==> src/sar_pkg.sv <==
// Shared constants and types for the converter control and read-out block.
// What this block does
// - Channel address is captured on each rising edge of convert start.
// - Address codes 00 to 11 select analog inputs zero to three.
// - A falling convert-start edge enters hold and begins a conversion.
// - All sixteen result lines stay undriven throughout a conversion.
// - Busy is high during conversion and drops when the result is ready.
// - Busy drops after the eighteenth conversion-clock rising edge.
// - Conversion clock is the external clock divided by 1, 2, 4 or 8.
// - Width select high gives an 8-bit bus, low gives 16 bits.
// - Sixteen-bit mode shows bits 15..0; byte mode shows bits 15..8 low.
// - Width select acts three clocks later; host may toggle it during one read.
// - Chip select and read strobe are active low; data drives when both low.
package sar_pkg;
    localparam int SAR_RES_W = 16;
    localparam int SAR_CH_W = 2;
    localparam int SAR_DIV_W = 2;
    localparam int SAR_CONVERT_START_N_CLKS = 18;
    localparam int SAR_FIFO_DEPTH = 32;
    localparam int SAR_HALF_W = SAR_RES_W / 2;
    localparam logic [SAR_RES_W-1:0] SAR_RES_RST = 16'h0000;

    typedef enum logic [1:0]
    {
        SAR_IDLE = 2'b00,
        SAR_WAIT = 2'b01,
        SAR_CONVERT_START_N = 2'b11
    } sar_state_t;

    // One finished conversion: the sample word and a channel field that the FIFO input ties to zero.
    typedef struct packed
    {
        logic [SAR_CH_W-1:0] channel;
        logic [SAR_RES_W-1:0] data;
    } sar_sample_t;

    typedef struct packed
    {
        logic [2:0] convert_start_n_s;
        logic [2:0] cs_s;
        logic [2:0] rd_s;
        logic [2:0] byte_s;
        logic [SAR_CH_W-1:0] ch0_s;
        logic [SAR_CH_W-1:0] ch1_s;
        logic [SAR_DIV_W-1:0] div0_s;
        logic [SAR_DIV_W-1:0] div1_s;
    } sar_sync_t;
endpackage : sar_pkg

==> src/sar_fifo.sv <==
// Flip-flop FIFO with valid and ready on both sides.
module sar_fifo
    import sar_pkg::*;
#(
    parameter int WIDTH = 18,
    parameter int DEPTH = 32
)
(
    input wire logic clk,
    input wire logic rst,
    input wire logic ce,
    input wire logic in_valid,
    output logic in_ready,
    input wire logic [WIDTH-1:0] in_data,
    output logic out_valid,
    input wire logic out_ready,
    output logic [WIDTH-1:0] out_data
);
    localparam int AW = $clog2(DEPTH);

    initial
    begin
        if (DEPTH < 2 || (1 << AW) != DEPTH || WIDTH < 1)
            $error("sar_fifo: depth must be a power of two >= 2");
    end

    typedef struct packed
    {
        logic [DEPTH-1:0][WIDTH-1:0] mem;
        logic [AW:0] wr;
        logic [AW:0] rd;
    } sar_fifo_st_t;

    sar_fifo_st_t st;
    sar_fifo_st_t next_st;
    logic full;
    logic empty;

    assign full = (st.wr[AW] != st.rd[AW])
        && (st.wr[AW-1:0] == st.rd[AW-1:0]);
    assign empty = st.wr == st.rd;
    assign in_ready = !full;
    assign out_valid = !empty;
    assign out_data = st.mem[st.rd[AW-1:0]];

    always_comb
    begin
        next_st = st;
        if (in_valid && !full)
        begin
            next_st.mem[st.wr[AW-1:0]] = in_data;
            next_st.wr = st.wr + 1'b1;
        end
        if (out_ready && !empty)
            next_st.rd = st.rd + 1'b1;
    end

    always_ff @(posedge clk or posedge rst)
    begin
        if (rst)
            st <= '0;
        else if (ce)
            st <= next_st;
    end
endmodule : sar_fifo

==> src/sar_ctrl.sv <==
// Conversion control and parallel tri-state read-out of the converter.
module sar_ctrl
    import sar_pkg::*;
#(
    parameter int CONVERT_START_N_CLKS = SAR_CONVERT_START_N_CLKS,
    parameter int FIFO_DEPTH = SAR_FIFO_DEPTH
)
(
    input wire logic SYS_CLK,
    input wire logic RST,
    input wire logic CE,
    input wire logic CONVERT_START_N,
    input wire logic CHIP_SELECT_N,
    input wire logic READ_N,
    input wire logic BYTE_MODE,
    input wire logic CHANNEL_SELECT_LOW_BIT,
    input wire logic CHANNEL_SELECT_HIGH_BIT,
    input wire logic [SAR_DIV_W-1:0] DIVIDER_SELECT,
    input wire logic SAMPLE_VALID,
    output logic SAMPLE_READY,
    input wire logic [SAR_RES_W-1:0] SAMPLE_DATA,
    output logic [3:0] ANALOG_IN_SELECT,
    output logic HOLD,
    output logic BUSY,
    output logic [SAR_RES_W-1:0] RESULT_BUS_OUT,
    output logic [SAR_RES_W-1:0] RESULT_BUS_OE,
    output logic [SAR_CH_W-1:0] RESULT_CHANNEL
);
    initial
    begin
        if (CONVERT_START_N_CLKS < 1 || CONVERT_START_N_CLKS > 255)
            $error("sar_ctrl: CONVERT_START_N_CLKS must lie in 1..255");
    end

    ////////////////////////////////////////////////////////////////////////
    // Input synchronisers: the first stage is read only by the second.

    sar_sync_t sy;
    sar_sync_t next_sy;

    always_comb
    begin
        next_sy = sy;
        next_sy.convert_start_n_s = {sy.convert_start_n_s[1:0], CONVERT_START_N};
        next_sy.cs_s = {sy.cs_s[1:0], CHIP_SELECT_N};
        next_sy.rd_s = {sy.rd_s[1:0], READ_N};
        next_sy.byte_s = {sy.byte_s[1:0], BYTE_MODE};
        next_sy.ch0_s = {CHANNEL_SELECT_HIGH_BIT, CHANNEL_SELECT_LOW_BIT};
        next_sy.ch1_s = sy.ch0_s;
        next_sy.div0_s = DIVIDER_SELECT;
        next_sy.div1_s = sy.div0_s;
    end

    always_ff @(posedge SYS_CLK or posedge RST)
    begin
        if (RST)
            sy <= '1;
        else if (CE)
            sy <= next_sy;
    end

    logic convert_start_n_fall;
    logic convert_start_n_rise;
    logic cs_low;
    logic rd_low;
    logic byte_hi;

    assign convert_start_n_fall = sy.convert_start_n_s[2] && !sy.convert_start_n_s[1];
    assign convert_start_n_rise = !sy.convert_start_n_s[2] && sy.convert_start_n_s[1];
    assign cs_low = !sy.cs_s[1];
    assign rd_low = !sy.rd_s[1];
    assign byte_hi = sy.byte_s[1];

    ////////////////////////////////////////////////////////////////////////
    // Conversion clock divider, sequencer and result holding.

    typedef struct packed
    {
        sar_state_t state;
        logic [2:0] div_cnt;
        logic [7:0] edges;
        logic [SAR_CH_W-1:0] addr;
        logic [SAR_CH_W-1:0] convert_start_n_ch;
        logic [SAR_RES_W-1:0] result;
        logic [SAR_CH_W-1:0] result_ch;
        logic [SAR_RES_W-1:0] bus;
        logic drive;
    } sar_st_t;

    sar_st_t st;
    sar_st_t next_st;
    logic [2:0] div_mask;
    logic tick;
    logic fifo_valid;
    sar_sample_t fifo_out;
    logic fifo_pop;

    always_comb
    begin
        case (sy.div1_s)
            2'h0: div_mask = 3'h0;
            2'h1: div_mask = 3'h1;
            2'h2: div_mask = 3'h3;
            default: div_mask = 3'h7;
        endcase
    end

    // A conversion-clock rising edge falls on every divided wrap.
    assign tick = (st.div_cnt & div_mask) == div_mask;
    assign fifo_pop = st.state == SAR_CONVERT_START_N && st.edges == 8'(CONVERT_START_N_CLKS - 1)
        && tick && fifo_valid;

    always_comb
    begin
        next_st = st;
        next_st.div_cnt = st.div_cnt + 3'h1;
        if (convert_start_n_rise)
            next_st.addr = sy.ch1_s;
        case (st.state)
            SAR_IDLE:
            begin
                if (convert_start_n_fall)
                begin
                    next_st.state = SAR_CONVERT_START_N;
                    next_st.edges = 8'h00;
                    next_st.div_cnt = 3'h0;
                    next_st.convert_start_n_ch = st.addr;
                end
            end
            SAR_CONVERT_START_N:
            begin
                if (tick)
                begin
                    if (st.edges == 8'(CONVERT_START_N_CLKS - 1))
                    begin
                        if (fifo_valid)
                        begin
                            next_st.result = fifo_out.data;
                            next_st.result_ch = st.convert_start_n_ch;
                            next_st.state = SAR_IDLE;
                        end
                        else
                            next_st.state = SAR_WAIT;
                    end
                    else
                        next_st.edges = st.edges + 8'h01;
                end
            end
            SAR_WAIT:
            begin
                if (fifo_valid)
                begin
                    next_st.result = fifo_out.data;
                    next_st.result_ch = st.convert_start_n_ch;
                    next_st.state = SAR_IDLE;
                end
            end
            default: next_st.state = SAR_IDLE;
        endcase
        // Taken from the next state so the bus lets go on the edge BUSY rises.
        next_st.drive = cs_low && rd_low && next_st.state == SAR_IDLE;
        if (byte_hi)
            next_st.bus = {{SAR_HALF_W{1'b0}},
                next_st.result[SAR_RES_W-1:SAR_HALF_W]};
        else
            next_st.bus = next_st.result;
    end

    always_ff @(posedge SYS_CLK or posedge RST)
    begin
        if (RST)
        begin
            st <= '0;
            st.state <= SAR_IDLE;
            st.result <= SAR_RES_RST;
        end
        else if (CE)
            st <= next_st;
    end

    ////////////////////////////////////////////////////////////////////////
    // Sample buffer between the analog core and the sequencer.

    sar_sample_t fifo_in;
    logic fifo_wait_pop;

    assign fifo_in.channel = '0;
    assign fifo_in.data = SAMPLE_DATA;
    assign fifo_wait_pop = st.state == SAR_WAIT && fifo_valid;

    sar_fifo #(
        .WIDTH($bits(sar_sample_t)),
        .DEPTH(FIFO_DEPTH)
    ) u_fifo (
        .clk(SYS_CLK),
        .rst(RST),
        .ce(CE),
        .in_valid(SAMPLE_VALID),
        .in_ready(SAMPLE_READY),
        .in_data(fifo_in),
        .out_valid(fifo_valid),
        .out_ready(fifo_pop || fifo_wait_pop),
        .out_data(fifo_out)
    );

    ////////////////////////////////////////////////////////////////////////
    // Outputs.

    logic [SAR_CH_W-1:0] mux_ch;

    assign mux_ch = st.state == SAR_IDLE ? st.addr : st.convert_start_n_ch;

    always_comb
    begin
        ANALOG_IN_SELECT = 4'h0;
        ANALOG_IN_SELECT[mux_ch] = 1'b1;
    end

    assign HOLD = st.state != SAR_IDLE;
    assign BUSY = st.state != SAR_IDLE;
    assign RESULT_BUS_OUT = st.bus;
    // Byte mode leaves the upper lane undriven; a conversion keeps all off.
    assign RESULT_BUS_OE = !st.drive ? {SAR_RES_W{1'b0}}
        : sy.byte_s[2] ? {{SAR_HALF_W{1'b0}}, {SAR_HALF_W{1'b1}}}
        : {SAR_RES_W{1'b1}};
    assign RESULT_CHANNEL = st.result_ch;
endmodule : sar_ctrl

==> config.mk <==
export PLATFORM = sky130hd
export DESIGN_NAME = sar_ctrl
export DESIGN_NICKNAME = d
export VERILOG_FILES = /design/src/sar_pkg.sv /design/src/sar_fifo.sv /design/src/sar_ctrl.sv
export SDC_FILE = /design/constraint.sdc
export NUM_CORES = 1
export LEC_CHECK = 0
export BUFFER_PORTS_ARGS = -buffer_cell sky130_fd_sc_hd__buf_2
export CELL_PAD_IN_SITES_DETAIL_PLACEMENT = 1
export CELL_PAD_IN_SITES_GLOBAL_PLACEMENT = 1
export CORE_MARGIN = 1
export CORE_UTILIZATION = 40
export CTS_CLUSTER_DIAMETER = 200
export DETAILED_ROUTE_END_ITERATION = 16
export GPL_ROUTABILITY_DRIVEN = 0
export PLACE_DENSITY = 0.73
export SLEW_MARGIN = 0
export SYNTH_ARGS = -nofsm -noshare
export SYNTH_HDL_FRONTEND = slang
export SYNTH_SLANG_ARGS = --single-unit
==> constraint.sdc <==
create_clock -name SYS_CLK -period 17.62 [get_ports SYS_CLK]
set_input_delay 1.762 -clock SYS_CLK [delete_from_list [all_inputs] [get_ports SYS_CLK]]
set_output_delay 1.762 -clock SYS_CLK [all_outputs]
set_load 0.01 [all_outputs]
==> results of run 1 <==
path summary, 6_finish.rpt:
check	start	to	slack [ns]	cells past startpoint
worst max register to register	u_fifo.st[1]$_DFFE_PP0P_	RESULT_BUS_OUT[7]$_DFFE_PP0P_	13.74	7
worst min-delay path	u_fifo.st[11]$_DFFE_PP0P_	u_fifo.st[11]$_DFFE_PP0P_	0.48	1
worst max-delay path	u_fifo.st[0]$_DFFE_PP0P_	SAMPLE_READY	13.33	5
worst min register to register	u_fifo.st[11]$_DFFE_PP0P_	u_fifo.st[11]$_DFFE_PP0P_	0.48	1
max in group asynchronous	RST	u_fifo.st[93]$_DFFE_PP0P_	13.38	5
min in group asynchronous	RST	u_fifo.st[451]$_DFFE_PP0P_	1.21	2
cell type report:
class | instances | area (sq um)
tap | 931 | 1160
clock inverter | 13 | 164
inverter | 18 | 71.3
clock buffer | 100 | 1950
multi-input combinational | 1095 | 11600
sequential | 594 | 14900
fill | 6741 | 38200
timing repair buffer | 87 | 533
worst max-delay path: cells and delay by family, from the launching register on:
kind | cells | cell delay [ns]
buffers and inverters | 2 | 0.74
AND/OR/NAND/NOR | 2 | 0.50
flip-flops | 1 | 0.41
XOR/XNOR | 1 | 0.21
cells by family after synthesis:
group,after synthesis,share of synthesized area
multiplexers,715,0.327
AO/OA/AOI/OAI,184,0.0484
flip-flops,594,0.538
XOR/XNOR,19,0.00601
AND/OR/NAND/NOR,169,0.0343
adder cells (fa/ha/maj),8,0.00362
buffers and inverters,209,0.0433
through the flow:
step	setup slack, ns	instance area, sq um	hold WS [ns]	util
finish	13.33	30400	0.484	0.443
global route	12.84	30400	0.509	0.443
CTS	13.24	30400	0.486	0.443
detailed placement	12.61	28300	0.472	0.412
global placement	12.79	28300	0.466	0.412
floorplan	7.77	27700	0.449	-
per-layer routing:
layer  GRT usage  up-vias  routed length, microns
met2       0.332      338                   33800
met3      0.0357      119                    2960
met1       0.274     8779                   30500
li1            -     6970                       -
met4      0.0820        0                    2270
met5           0        -                       0
registers in the layout, summed over array words and instances (netlist names):
register	count
RESULT_BUS_OUT	16
RESULT_CHANNEL	2
byte_hi	1
next_sy	11
st	34
sy	6
u_fifo.st	524
power by group:
group	switching [mW]	leakage [nW]	internal, mW	total (mW)
sequential	0.280	7.87	1.82	2.10
combinational	0.693	5.22	0.751	1.44
clock	0.559	1.04	0.796	1.36
layout by cell type (no fill, tap or decap), types with 5 or more instances in the layout:
master / Yosys / final
xnor2_1: 11 / 11
mux2i_1: 78 / 78
clkbuf_16: 0 / 68
and2_1: 11 / 11
dfstp_2: 18 / 18
and3_1: 5 / 5
nand3_1: 8 / 8
nand3b_1: 5 / 5
a22o_1: 12 / 12
nand2_1: 24 / 24
o31ai_1: 10 / 10
clkbuf_1: 76 / 19
o2bb2ai_1: 14 / 14
nor4_1: 12 / 12
buf_4: 74 / 15
nor2_1: 22 / 22
mux4_2: 86 / 86
clkbuf_8: 0 / 13
xor2_1: 8 / 8
mux4_1: 8 / 8
nor2b_1: 13 / 13
o22ai_1: 24 / 24
a21oi_1: 26 / 26
o221ai_1: 31 / 31
or3_1: 6 / 6
mux2_2: 543 / 543
buf_2: 21 / 68
dfrtp_1: 576 / 574
ha_1: 8 / 8
inv_1: 16 / 15
nand4_1: 5 / 5
o21ai_0: 25 / 25
a221oi_1: 22 / 22
nand2_2: 32 / 32
nor3_1: 13 / 13
==> metrics, run 1 <==
EDFF count, synth 0; core area 68600 sq um; initial core utilization 0.404; post-DR vias/cell approximately 5.7; Clock Skew 0.0305 ns; Worst Setup Start Kind flop; Pwr Density 161 nW/um^2; syn avg cell area 14.6 sq um; Max Freq 233 MHz; TritonCTS clock tree built; top cell type's share of synthesized area 0.521; Critical Path AT 2.52 ns; clk sinks between 500 and 600; fin crit share 0.243; Fin Setup TNS 0 ns; fin crit period 4.29 ns; Crit. End Element primary output; leading area contributor after synthesis dfrtp_1; Post-CTS Resized 0; Post-synth ARST share 1.00; DP Wirelength 42.2 mm; WL final 69.5 mm; CTS root buf clkbuf_16; sequential fraction of the synthesis area 0.538; postcts setup bufs 0; grt total ovfl 0; Avg WL per Cell 24.5 microns; Die H about 270 microns; I/O pins 69; first-pass GRT wire length 111 mm; Clock Latency Late Sink roughly 0.62 ns; worst slew pin tran 1.09 ns; number of global-route vias before repair 18200; leakage power 14.1 nW; initial antenna violation count 1; antenna fix cells 0; Slew Viols, Final 0; Max stage delay cell, worst path buf_12; clk buf depth 3; #FFs+latches synth 594; Via Count 16200; Mapped Nets around 1900; run status completed; Hold Vio Cnt, Final 0; worst path cell trace buf_12, xnor2_1, nand2_1, or3_1, buf_2; DRT Pass-1 Iters 5; top_reg_cell synth dfrtp_1; CP Data Required Time 15.86 ns; slew margin rel. 0.270; DRC 0; Synth area leaders dfrtp_1 52%, mux2_2 22%, mux4_2 7.0%, mux2i_1 2.8%, buf_4 2.0%; DRT iter0 DRCs 997; Reg clk slew, reported paths 0.06 ns; largest net degree at the start of global routing 175; Finish-stage setup viols 0; Hold-fix buffers, CTS 0; GRT Total Usage 0.205; layout cell share with drive strength beyond 1 0.455; peak supply drop 0.109 mV; cts bufs inserted 66; Hold Crit Class reg2reg; RSZ-0062 raised after global routing false; Crit Path Class reg2out; count leader, synth dfrtp_1; post-route ant nets 0; max incr delay on CP 0.57 ns; Die X 265 microns; max-cap violation count 0; crit-path max FO 97; gate count of the mapped netlist 1898; Final Non-Filler Cells 2838; top post-synthesis cells by count 576 x dfrtp_1, 543 x mux2_2, 86 x mux4_2; synth unique cells 59; Ys Warns 0; post-synthesis cell area roughly 28000 sq um; Nets 1898; Pwr Total 4.90 mW; Area growth, synth to finish 9.73%; full die area 70300 sq um; Std-Cell Rows 96; Inst Count DP 2725; H-Tree Depth 3; number of port buffers 68
Note: power is estimated with default switching activity, not from simulation.
==> run 2, diff against run 1 <==
Settings changed: ABC_AREA set to 1, PLACE_DENSITY 0.73 to 0.77.
Clock period 17.62 ns to 4 ns, I/O delays scaled along.
==> run 2 against run 1 <==
Net effect:
- worst setup slack got worse by 12 ns
- area after synthesis rose by 1.0%
- sequential cell count did not move
- synthesized cell count rose by 90%
- sequential power rose to 4.3 times the previous value
- combinational power rose to 5.8 times the previous value
- utilization rose by 0.47 points
- clock-buffer cell count rose by 3
- cell area rose by 1.4%
- routed wire length rose by 28%
- critical path type is now reg2reg
==> metrics, run 2 <==
gate count of the mapped netlist 3597; Worst Setup Start Kind flop; worst path cell trace inv_4, nand2_1, nand2_1, nor2_1, nand2_1, nor2_2, nand2_2, nand3_4, inv_4, nand2_1, nand2_1, o21ai_0; Mapped Nets 3633; max incr delay on CP 0.70 ns; max-cap violation count 0; top_reg_cell synth dfrtp_1; Crit Path Class reg2reg; Avg WL per Cell about 20 microns; sequential fraction of the synthesis area 0.532; DRT iter0 DRCs 1764; fin crit share 0.767; leakage power 14.7 nW; clk buf depth 3; run status completed; TritonCTS clock tree built; top cell type's share of synthesized area 0.515; clk sinks 594; number of global-route vias before repair about 25000; crit-path max FO 35; post-route ant nets 0; post-DR vias/cell 5.34; multi-input logic area between 10000 and 15000 sq um; Die H 266 microns; Max stage delay cell, worst path dfrtp_4; count of buffer and inverter cells on the critical path 2; #FFs+latches synth 594; Clock Latency Late Sink 0.61 ns; DP Wirelength 52.1 mm; slew margin rel. 0.194; CP top delay family simple AND/OR/NAND/NOR gates; Reg with most FFs u_fifo.st; RSZ-0062 raised after global routing false; Top cell by count, worst path nand2_1; Ys Warns 0; CTS root buf clkbuf_16; count leader, synth nand2_1; Synth area leaders dfrtp_1 52%, nand2_1 17%, o21ai_0 10%, nand3_1 5.1%, nor2_1 3.6%; most frequent cells in the layout 1271 x nand2_1, 574 x dfrtp_1, 558 x o21ai_0, 284 x nand3_1, 271 x nor2_1; number of port buffers 68; filler cell count ~8500; Critical Path AT between 3 and 4 ns; CP Data Required Time 4.41 ns; full die area 71000 sq um; Stages on worst setup path 12; Die X 266 microns; Hold Crit Class in2reg; postcts setup bufs 0; cts bufs inserted 68; FF/Latch Area 14900 sq um; Max Freq between 300 and 400 MHz; leading area contributor after synthesis dfrtp_1; GRT Total Usage 0.258; initial antenna violation count 0; Area growth, synth to finish 10.2%; Hold Vio Cnt, Final 0; post-route cell area 30800 sq um; layout cell share with drive strength beyond 1 0.0800; DRT Pass-1 Iters 5; EDFF count, synth 0; post-synthesis cell area around 28000 sq um; I/O pins slightly below 70; Nets about 3500; synth unique cells 31; worst slew pin tran 1.21 ns; hold path cells 3; largest net degree at the start of global routing approximately 180; first-pass GRT wire length 143 mm; Post-synth ARST share 1.00; core area 68800 sq um; DRC 0; WL final 89.1 mm; grt total ovfl 0; syn avg cell area 7.77 sq um; commonest non-fill, non-tap cell in the layout nand2_1; Reg clk slew, reported paths about 0.06 ns; Worst Reg-to-Reg Cells 12; fin crit period 3.07 ns; H-Tree Depth 3; Slew Viols, Final 0; initial core utilization 0.406; Via Count 23900; top post-synthesis cells by count 1271 x nand2_1, 576 x dfrtp_1, 558 x o21ai_0; Finish-stage setup viols 0; Crit. End Element flop; final core utilization 0.448; Clock Skew 0.0274 ns; peak supply drop just under 0.8 mV; DP Area 28600 sq um; max reg flops 524; Pwr Density ~760 nW/um^2; Std-Cell Rows 96
[run 2: report_power, final]
group / internal [mW] / switching [mW]
clock: 3.59 / 2.50
combinational: 2.52 / 5.78
sequential: 7.92 / 1.20
total: 14.0 / 9.48
[run 2: cell type report]
cell class,instances,area share
Antenna cell,1,0.0000812
Clock inverter,14,0.00402
Tap cell,931,0.0378
Clock buffer,103,0.0655
Inverter,142,0.0178
Timing Repair Buffer,138,0.0328
Sequential cell,594,0.484
Multi-Input combinational cell,2558,0.358
[run 2: cell families (layout without fill, tap and decap cells)]
| group | after synthesis | count (layout) | share of synthesized area |
|---|---|---|---|
| buf+inv | 445 | 397 | 0.0728 |
| other cells | 0 | 1 | 0 |
| flops | 594 | 594 | 0.532 |
| mux | 1 | 1 | 0.000403 |
| xor+xnor | 11 | 11 | 0.00344 |
| simple gates | 1858 | 1858 | 0.265 |
| fa+ha+maj | 8 | 8 | 0.00358 |
| compound gates | 680 | 680 | 0.122 |
[run 2: worst register-to-register path: cells and delay by family (launching register included)]
kind,cells,cell delay (ns)
compound gates,1,0.13
buf+inv,2,0.61
flops,1,0.70
simple gates,9,1.46
[run 2: per-stage QoR]
step | setup TNS, ns | power [mW] | instances | hold WS (ns) | worst slack (ns)
global placement | 0 | 17.1 | 4355 | 0.453 | 1.11
global route | 0 | 25.1 | 4480 | 0.0490 | 0.680
CTS | 0 | 23.6 | 4480 | 0.00458 | 0.952
finish | 0 | 23.5 | 4481 | 0.0305 | 0.933
floorplan | -2622.89 | 14.7 | 3597 | 0.444 | -4.48
detailed placement | 0 | 17.4 | 4355 | 0.454 | 1.02
[run 2: worst paths after layout]
path,slack [ns],to,start
max,0.93,u_fifo.st[524]$_DFFE_PP0P_,u_fifo.st[1]$_DFFE_PP0P_
min,0.03,next_sy[0]$_DFFE_PP1P_,DIVIDER_SELECT[0]
max reg2reg,0.93,u_fifo.st[524]$_DFFE_PP0P_,u_fifo.st[1]$_DFFE_PP0P_
min reg2reg,0.46,next_sy[4]$_DFFE_PP1P_,next_sy[4]$_DFFE_PP1P_
max in group asynchronous,2.43,st[34]$_DFFE_PP0P_,RST
min in group asynchronous,0.48,u_fifo.st[268]$_DFFE_PP0P_,RST
[run 2: timing repair]
item / 4_1_cts / 5_1_grt
endpoints found under the hold margin: 28 / 0
hold buffers: 8 / 0
resized for setup: 0 / 0
[run 2: metal layers]
metal	up-vias	GRT usage	share of wire
met5	-	0	0
met4	0	0.104	0.039
met3	158	0.0372	0.047
met2	505	0.419	0.46
met1	12000	0.347	0.45
li1	11200	-	-
